--- config.mk ---
export PLATFORM = sky130hd
export DESIGN_NAME = wdrc_top
export DESIGN_NICKNAME = d
export VERILOG_FILES = /design/src/wdrc_pkg.sv /design/src/wdrc_top.sv
export VERILOG_INCLUDE_DIRS = /design/src
export SDC_FILE = /design/constraint.sdc
export NUM_CORES = 1
export LEC_CHECK = 0
export ABC_AREA = 1
export ABC_CLOCK_PERIOD_IN_PS = 3600
export BUFFER_PORTS_ARGS = -buffer_cell sky130_fd_sc_hd__buf_2
export CORE_MARGIN = 5
export CORE_UTILIZATION = 50
export CTS_BUF_LIST = sky130_fd_sc_hd__clkbuf_16
export DETAILED_ROUTE_END_ITERATION = 12
export PLACE_DENSITY = 0.78
export SYNTH_ARGS = -nofsm -noshare
export SYNTH_HDL_FRONTEND = slang
export SYNTH_SLANG_ARGS = --single-unit
--- constraint.sdc ---
create_clock -name pclk -period 3.6 [get_ports pclk]
set_clock_uncertainty 0.15 [all_clocks]
set_input_delay 0.9 -clock pclk [delete_from_list [all_inputs] [get_ports pclk]]
set_output_delay 0.9 -clock pclk [all_outputs]
set_load 0.05 [all_outputs]
--- src/wdrc_consts.svh ---
// Offsets, field positions, reset values and timing counts of the watchdog block.
// Assumes inclusion by bare name from the top module and the testbench.
`ifndef WDRC_CONSTS_SVH
`define WDRC_CONSTS_SVH

`define WDRC_ADDR_W 12
`define WDRC_CTRL_OFF 12'h060
`define WDRC_CAUSE_OFF 12'h064

`define WDRC_CTRL_IRQ_FLAG 7
`define WDRC_CTRL_IRQ_EN 6
`define WDRC_CTRL_PERIOD_HI 5
`define WDRC_CTRL_UNLOCK 4
`define WDRC_CTRL_RST_EN 3
`define WDRC_CTRL_PERIOD_LO 0

`define WDRC_CAUSE_JTAG 4
`define WDRC_CAUSE_GUARD 3
`define WDRC_CAUSE_BROWNOUT 2
`define WDRC_CAUSE_PIN 1
`define WDRC_CAUSE_POR 0
`define WDRC_CAUSE_BITS 5
`define WDRC_CAUSE_RESET 5'h01

`define WDRC_OSC_KHZ 128
`define WDRC_TMO_MIN_MS 16
`define WDRC_MAX_CODE 4'h9
`define WDRC_UNLOCK_CYCLES 3'h4

`endif

--- src/wdrc_pkg.sv ---
// Types shared by the watchdog block.
// Uses no macros from the constants header and does not include it.
package wdrc_pkg;
	typedef enum logic [1:0] {
		WDRC_MODE_STOP = 2'b00,
		WDRC_MODE_IRQ = 2'b01,
		WDRC_MODE_RESET = 2'b10,
		WDRC_MODE_BOTH = 2'b11
	} wdrc_mode_t;
	typedef logic [3:0] wdrc_period_t;
endpackage

--- src/wdrc_top.sv ---
// Watchdog timer with reset-cause flags, reached over APB.
// Assumes an APB master on pclk; the 128 kHz oscillator arrives as a plain input.
// Summary of operation
// - Counter advances on independent 128 kHz oscillator cycles.
// - Missed restart raises interrupt or reset per mode.
// - Interrupt mode requests interrupt that can wake.
// - Programmed fuse forces reset enable, no interrupt.
// - Period changes and reset-enable clears accepted only within four cycles after unlock.
// - Four period bits select 16ms to 8s.
// - JTAG reset sets bit 4, cleared by zero.
// - Guard, brownout, pin flags set on their resets.
// - Power-on flag set at power-on, zero-write clears.
// - Time-out in interrupt configuration sets flag bit 7.
// - Vector execution or one-write clears interrupt flag.
// - Interrupt taken only with both enables set.
// - Vector in combined mode clears enable and flag.
// - Unserviced combined-mode interrupt then resets next time-out.
// - Mode decodes from the two enables and fuse.
// - Guard reset flag forces reset enable high.
// - Change bit clears itself four cycles later.
// - Reset time-out gives one-cycle reset pulse.
//
// The APB register port is this design's own decision.
`timescale 1ns/1ps
`include "wdrc_consts.svh"

module wdrc_top #(
	parameter int CNT_W = 20,
	parameter int BASE_CYCLES = `WDRC_TMO_MIN_MS * `WDRC_OSC_KHZ
)(
	// Clock and reset
	input wire logic pclk,
	input wire logic presetn,
	// APB slave
	input wire logic [`WDRC_ADDR_W-1:0] paddr,
	input wire logic psel,
	input wire logic penable,
	input wire logic pwrite,
	input wire logic [31:0] pwdata,
	input wire logic [3:0] pstrb,
	output logic [31:0] prdata,
	output logic pready,
	output logic pslverr,
	// Watchdog oscillator and fuse
	input wire logic osc_clk,
	input wire logic always_on_fuse_n,
	// CPU side
	input wire logic restart_req,
	input wire logic global_irq_en,
	input wire logic irq_vector_ack,
	// Other reset sources, one pulse each
	input wire logic jtag_reset_evt,
	input wire logic brownout_reset_evt,
	input wire logic pin_reset_evt,
	// Results
	output logic timeout_irq_req,
	output logic wake_req,
	output logic sys_reset_pulse
);
	logic access;
	logic hit_ctrl;
	logic hit_cause;
	logic wr_ctrl;
	logic wr_cause;
	logic [7:0] wd;
	logic unlock_wr;
	logic change_wr;
	logic unlock_bit;
	logic fuse_prog;
	logic rst_en_eff;
	logic irq_en_eff;
	logic expire;
	logic do_reset;
	logic set_flag;
	logic clr_flag;
	logic [CNT_W-1:0] limit_m1;
	wdrc_pkg::wdrc_period_t code_eff;
	wdrc_pkg::wdrc_mode_t mode;
	logic [`WDRC_CAUSE_BITS-1:0] cause_ev;
	logic [`WDRC_CAUSE_BITS-1:0] cause_r;
	logic irq_flag_r;
	logic irq_en_r;
	logic rst_en_r;
	wdrc_pkg::wdrc_period_t period_r;
	logic [2:0] unlock_cnt_r;
	logic [CNT_W-1:0] cnt_r;
	logic osc_s1_r;
	logic osc_s2_r;
	logic osc_s3_r;
	logic osc_tick;
	logic rst_pulse_r;
	logic [31:0] prdata_r;
	logic [7:0] ctrl_view;

	// Zero wait states: every access completes in its first access cycle
	assign access = psel & penable;
	assign hit_ctrl = paddr == `WDRC_CTRL_OFF;
	assign hit_cause = paddr == `WDRC_CAUSE_OFF;
	assign wd = pwdata[7:0];
	assign wr_ctrl = access & pwrite & hit_ctrl & pstrb[0];
	assign wr_cause = access & pwrite & hit_cause & pstrb[0];
	assign pready = 1'b1;
	assign pslverr = access & ~(hit_ctrl | hit_cause);
	assign prdata = prdata_r;

	assign fuse_prog = ~always_on_fuse_n;
	assign rst_en_eff = rst_en_r | cause_r[`WDRC_CAUSE_GUARD] | fuse_prog;
	assign irq_en_eff = irq_en_r & ~fuse_prog;

	always_comb
	begin
		case ({rst_en_eff, irq_en_eff})
			2'b00: mode = wdrc_pkg::WDRC_MODE_STOP;
			2'b01: mode = wdrc_pkg::WDRC_MODE_IRQ;
			2'b10: mode = wdrc_pkg::WDRC_MODE_RESET;
			2'b11: mode = wdrc_pkg::WDRC_MODE_BOTH;
			default: mode = wdrc_pkg::WDRC_MODE_RESET;
		endcase
	end

	// Timed unlock sequence
	assign unlock_bit = unlock_cnt_r != 3'h0;
	assign unlock_wr = wr_ctrl & wd[`WDRC_CTRL_UNLOCK] & wd[`WDRC_CTRL_RST_EN];
	assign change_wr = wr_ctrl & ~wd[`WDRC_CTRL_UNLOCK] & unlock_bit;

	always_ff @(posedge pclk or negedge presetn)
	begin
		if (!presetn)
			unlock_cnt_r <= 3'h0;
		else if (unlock_wr)
			unlock_cnt_r <= `WDRC_UNLOCK_CYCLES;
		else if (wr_ctrl & ~wd[`WDRC_CTRL_UNLOCK])
			unlock_cnt_r <= 3'h0;
		else if (unlock_bit)
			unlock_cnt_r <= unlock_cnt_r - 3'h1;
	end

	// Setting the reset enable is always allowed; clearing needs the unlock
	always_ff @(posedge pclk or negedge presetn)
	begin
		if (!presetn)
			rst_en_r <= 1'b0;
		else if (change_wr)
			rst_en_r <= wd[`WDRC_CTRL_RST_EN];
		else if (wr_ctrl & wd[`WDRC_CTRL_RST_EN])
			rst_en_r <= 1'b1;
	end

	always_ff @(posedge pclk or negedge presetn)
	begin
		if (!presetn)
			period_r <= 4'h0;
		else if (change_wr)
			period_r <= {wd[`WDRC_CTRL_PERIOD_HI], wd[`WDRC_CTRL_PERIOD_LO +: 3]};
	end

	// A software write in the vector cycle wins, so a re-arm is never lost
	always_ff @(posedge pclk or negedge presetn)
	begin
		if (!presetn)
			irq_en_r <= 1'b0;
		else if (wr_ctrl)
			irq_en_r <= wd[`WDRC_CTRL_IRQ_EN] & ~fuse_prog;
		else if (irq_vector_ack & rst_en_eff)
			irq_en_r <= 1'b0;
	end

	// Oscillator sampled into pclk; first stage read only by the second
	always_ff @(posedge pclk or negedge presetn)
	begin
		if (!presetn)
		begin
			osc_s1_r <= 1'b0;
			osc_s2_r <= 1'b0;
			osc_s3_r <= 1'b0;
		end
		else
		begin
			osc_s1_r <= osc_clk;
			osc_s2_r <= osc_s1_r;
			osc_s3_r <= osc_s2_r;
		end
	end
	assign osc_tick = osc_s2_r & ~osc_s3_r;

	// Reserved codes behave as the longest period
	assign code_eff = (period_r > `WDRC_MAX_CODE) ? `WDRC_MAX_CODE : period_r;
	assign limit_m1 = CNT_W'((BASE_CYCLES << code_eff) - 1);
	// Compare with >= so a shorter period set late expires on the next oscillator tick
	assign expire = osc_tick & ~restart_req & (mode != wdrc_pkg::WDRC_MODE_STOP)
		& (cnt_r >= limit_m1);

	always_ff @(posedge pclk or negedge presetn)
	begin
		if (!presetn)
			cnt_r <= '0;
		else if (restart_req || mode == wdrc_pkg::WDRC_MODE_STOP)
			cnt_r <= '0;
		else if (expire)
			cnt_r <= '0;
		else if (osc_tick)
			cnt_r <= cnt_r + 1'b1;
	end

	assign do_reset = expire & ((mode == wdrc_pkg::WDRC_MODE_RESET)
		| ((mode == wdrc_pkg::WDRC_MODE_BOTH) & irq_flag_r));
	assign set_flag = expire & ((mode == wdrc_pkg::WDRC_MODE_IRQ)
		| ((mode == wdrc_pkg::WDRC_MODE_BOTH) & ~irq_flag_r));
	assign clr_flag = irq_vector_ack | (wr_ctrl & wd[`WDRC_CTRL_IRQ_FLAG]);

	// Set wins over clear
	always_ff @(posedge pclk or negedge presetn)
	begin
		if (!presetn)
			irq_flag_r <= 1'b0;
		else
			irq_flag_r <= set_flag | (irq_flag_r & ~clr_flag);
	end

	always_ff @(posedge pclk or negedge presetn)
	begin
		if (!presetn)
			rst_pulse_r <= 1'b0;
		else
			rst_pulse_r <= do_reset;
	end
	assign sys_reset_pulse = rst_pulse_r;

	assign wake_req = irq_flag_r & irq_en_eff;
	assign timeout_irq_req = wake_req & global_irq_en;

	// Reset-cause flags: power-on sets bit 0 through the reset value
	assign cause_ev = {jtag_reset_evt, do_reset, brownout_reset_evt, pin_reset_evt, 1'b0};
	genvar gi;
	generate
		for (gi = 0; gi < `WDRC_CAUSE_BITS; gi++)
		begin : g_cause
			always_ff @(posedge pclk or negedge presetn)
			begin
				if (!presetn)
					cause_r[gi] <= 1'(`WDRC_CAUSE_RESET >> gi);
				else
					cause_r[gi] <= cause_ev[gi] | (cause_r[gi] & ~(wr_cause & ~wd[gi]));
			end
		end
	endgenerate

	assign ctrl_view = {irq_flag_r, irq_en_eff, period_r[3], unlock_bit, rst_en_eff, period_r[2:0]};

	// Read data captured in the setup cycle
	always_ff @(posedge pclk or negedge presetn)
	begin
		if (!presetn)
			prdata_r <= 32'h0;
		else if (psel & ~penable & ~pwrite)
		begin
			if (hit_ctrl)
				prdata_r <= {24'h0, ctrl_view};
			else if (hit_cause)
				prdata_r <= {27'h0, cause_r};
			else
				prdata_r <= 32'h0;
		end
	end
endmodule

==> metrics.csv <==
stage,metric,value,unit
status,status,"complete, no violations",
sta,RSZ-0062 raised after global routing,no,
synth,Avg Inst Size Synth,7.59,um2
synth,Synth Flop Type,dfrtp_1,
floorplan,Die H,89.3,um
setup_path,CP endpoint kind,output port,
synth,"top cells by count, synth","nand2_1, dfrtp_1, nor2_1",
layout,final core occ,57.6,%
cts,Post-CTS Setup Repair Bufs,0,
global_route,initial antenna violation count,0,
place,placed cell count,527,
global_route,GR peak layer,met2,
sta,final setup violation count,0,
sta,TNS Setup,0,ns
synth,"Seq/Total Area, Yosys",37.5,%
sta,Min Hold Slack,0.204,ns
layout,nets,533,
cts,Max Buffers Root-to-Sink,2,
global_route,GR Overflow Total,0,
layout,non-filler cells in the finished layout,535,
setup_path,CP max stage delay,0.23,ns
cts,CTS clock-pin slew for the worst setup and hold paths,0.06,ns
route,antenna-violating nets left,0,
floorplan,Initial Util,52.1,%
cts,htree depth,2,
synth,Post-synth EDFFs,0,
cts,CTS root buf,clkbuf_16,
setup_path,CP max FO,7,
global_route,global routing usage on met1,23.7,%
setup_path,Arrival @ worst endpoint,2.03,ns
setup_path,"slowest stage cell, crit path",nor2_4,
pwr,Leak,1.77,nW
pwr,VDD IR-drop max,0.288,mV
floorplan,Rows,28,
sta,Slew HR,31.1,%
setup_path,"Top cell by count, worst path",nand2_1,
route,WL/cell,12.2,um
floorplan,full die area,7970,um2
route,drc violations,0,
synth,synth unique cells,37,
setup_path,Critical Path RT,2.55,ns
floorplan,die width,89.3,um
layout,area growth from synthesis to layout,10.5,%
pwr,Pwr Density,349,nW/um2
global_route,global-route wire length before repair,11.4,mm
global_route,met3 Usage GRT,3.50,%
cts,clock buffer count from CTS,5,
synth,most frequent cell after synthesis,nand2_1,
synth,mapped cell area,3140,um2
cts,CTS tree,yes,
synth,"FF+latch count, synth",47,
sta,Slew Limit Fails,0,
synth,Synthesis Warnings,0,
route,drt first pass iters,4,
synth,Area contributors post-synth,"dfrtp_1, nand2_1, buf_4, ha_1, nor2_1",
layout,# diodes,0,
cts,clock sink count,47,
run,max-capacitance violation count,0,
setup_path,Setup CP Type,in -> out,
floorplan,Ports,98,
floorplan,core area,6030,um2
synth,asr flop ratio synth,100,%
sta,final-report hold violation count,0,
setup_path,CP bufs+invs,2,
cts,CTS Hold Buffers Added,0,
worst_hold_path,worst min path class,reg -> reg,
sta,final period utilization,85.7,%
place,Detail Placement HPWL,5.05,mm
place,Final GP Congestion,0.898,
route,number of DRC markers in iteration 0,174,
global_route,largest net degree at the start of global routing,48,
sta,Tmin final,3.08,ns
route,vias per cell,5.03,
synth,post-synth top area share,36.6,%
sta,fmax,0.324,GHz
setup_path,crit-path cells,buf_2 -> nor2_1 -> nand2_1 -> nor2_4 -> nand2_1 -> nand2_1 -> nor2_1 -> buf_2,
place,Port Buffers,45,
layout,layout cell share with drive strength beyond 1,17.2,%
setup_path,Worst path top cell family by delay,simple AND/OR/NAND/NOR gates,
setup_path,Worst Setup Start Kind,primary input,
cts,Skew-Pair Late Insertion Delay,0.29,ns
global_route,vias in the first global route,2623,
synth,Synth area leader,dfrtp_1,
cts,Post-CTS Resized,0,
route,drt total wl,6.55,mm
global_route,Total Routing Usage GR,18.2,%
route,routed vias,2689,
global_route,M2 GR Usage,29.9,%
sta,Worst-Margin Slew,1.03,ns
synth,Cells after Synth,414,
setup_path,Reg2Reg Setup Slack,0.52,ns
[logic make-up after synthesis]
logic type                 Yosys count  synth area share, %
adders and majority gates           13                 5.18
AOI/OAI and AO/OA                   46                 9.24
other                                2                0.239
xor gates and xnor gates            17                 4.74
buffers and inverters               68                 11.7
DFF                                 47                 37.5
and+or+nand+nor                    221                 31.5
[flip-flops by register name, summed over array words and instances, names as in the netlist]
name	flops
irq_flag_r	1
osc_s2_r	1
sys_reset_pulse	1
osc_s1_r	1
prdata	8
osc_s3_r	1
rst_en_r	1
period_r	4
unlock_cnt_r	3
cause_r	5
irq_en_r	1
cnt_r	20
[stage by stage]
step / setup slack, ns / total power, W / area, um2
6_report: 0.516 / 0.00121 / 3470
5_1_grt: 0.274 / 0.00128 / 3470
4_1_cts: 0.494 / 0.00123 / 3470
3_5_place_dp: 0.527 / 0.000772 / 3330
3_3_place_gp: 0.542 / 0.000761 / 3330
2_1_floorplan: 0.380 / 0.000739 / 3230
[layout by cell type, fill, tap and decap left out, drive strengths merged, types with 3 or more instances in the layout]
cell	count
nand2	136
dfrtp	46
buf	46
nor2	43
inv	37
o21ai	29
conb	25
nand3	25
ha	13
xor2	10
a21oi	8
xnor2	7
clkbuf	5
nor3	5
o31ai	4
nand4	4
o21bai	3
nand3b	3
clkinv	3
[per-layer routing]
metal / share of wire (%) / vias to the layer above
li1: - / 1359
met1: 43 / 1260
met2: 50 / 60
met3: 5.2 / 10
met4: 2.1 / 0
met5: 0 / -
[report_power, final]
part	switching [W]	internal, W
Clock	0.000193	0.000255
Combinational	0.000142	0.0000589
Sequential	0.0000111	0.000549
[final cells by class]
cell class / instances / area [um2]
clock inverter: 3 / 17.5
multi-input combinational: 322 / 1680
inverter: 37 / 140
sequential: 47 / 1180
fill: 552 / 2550
timing repair buffer: 46 / 233
clock buffer: 5 / 125
tap: 75 / 93.8
[path summary, 6_finish.rpt]
kind / startpoint / end / cells past startpoint
worst max register to register: period_r[2] / cnt_r[14] / 14
max in group asynchronous: presetn / prdata[5] / 1
worst min register to register: osc_s1_r / osc_s2_r / 0
min in group asynchronous: presetn / osc_s2_r / 1
worst min-delay path: osc_s1_r / osc_s2_r / 0
worst max-delay path: paddr[9] / pslverr / 8
Note: power is estimated with default switching activity, not from simulation.
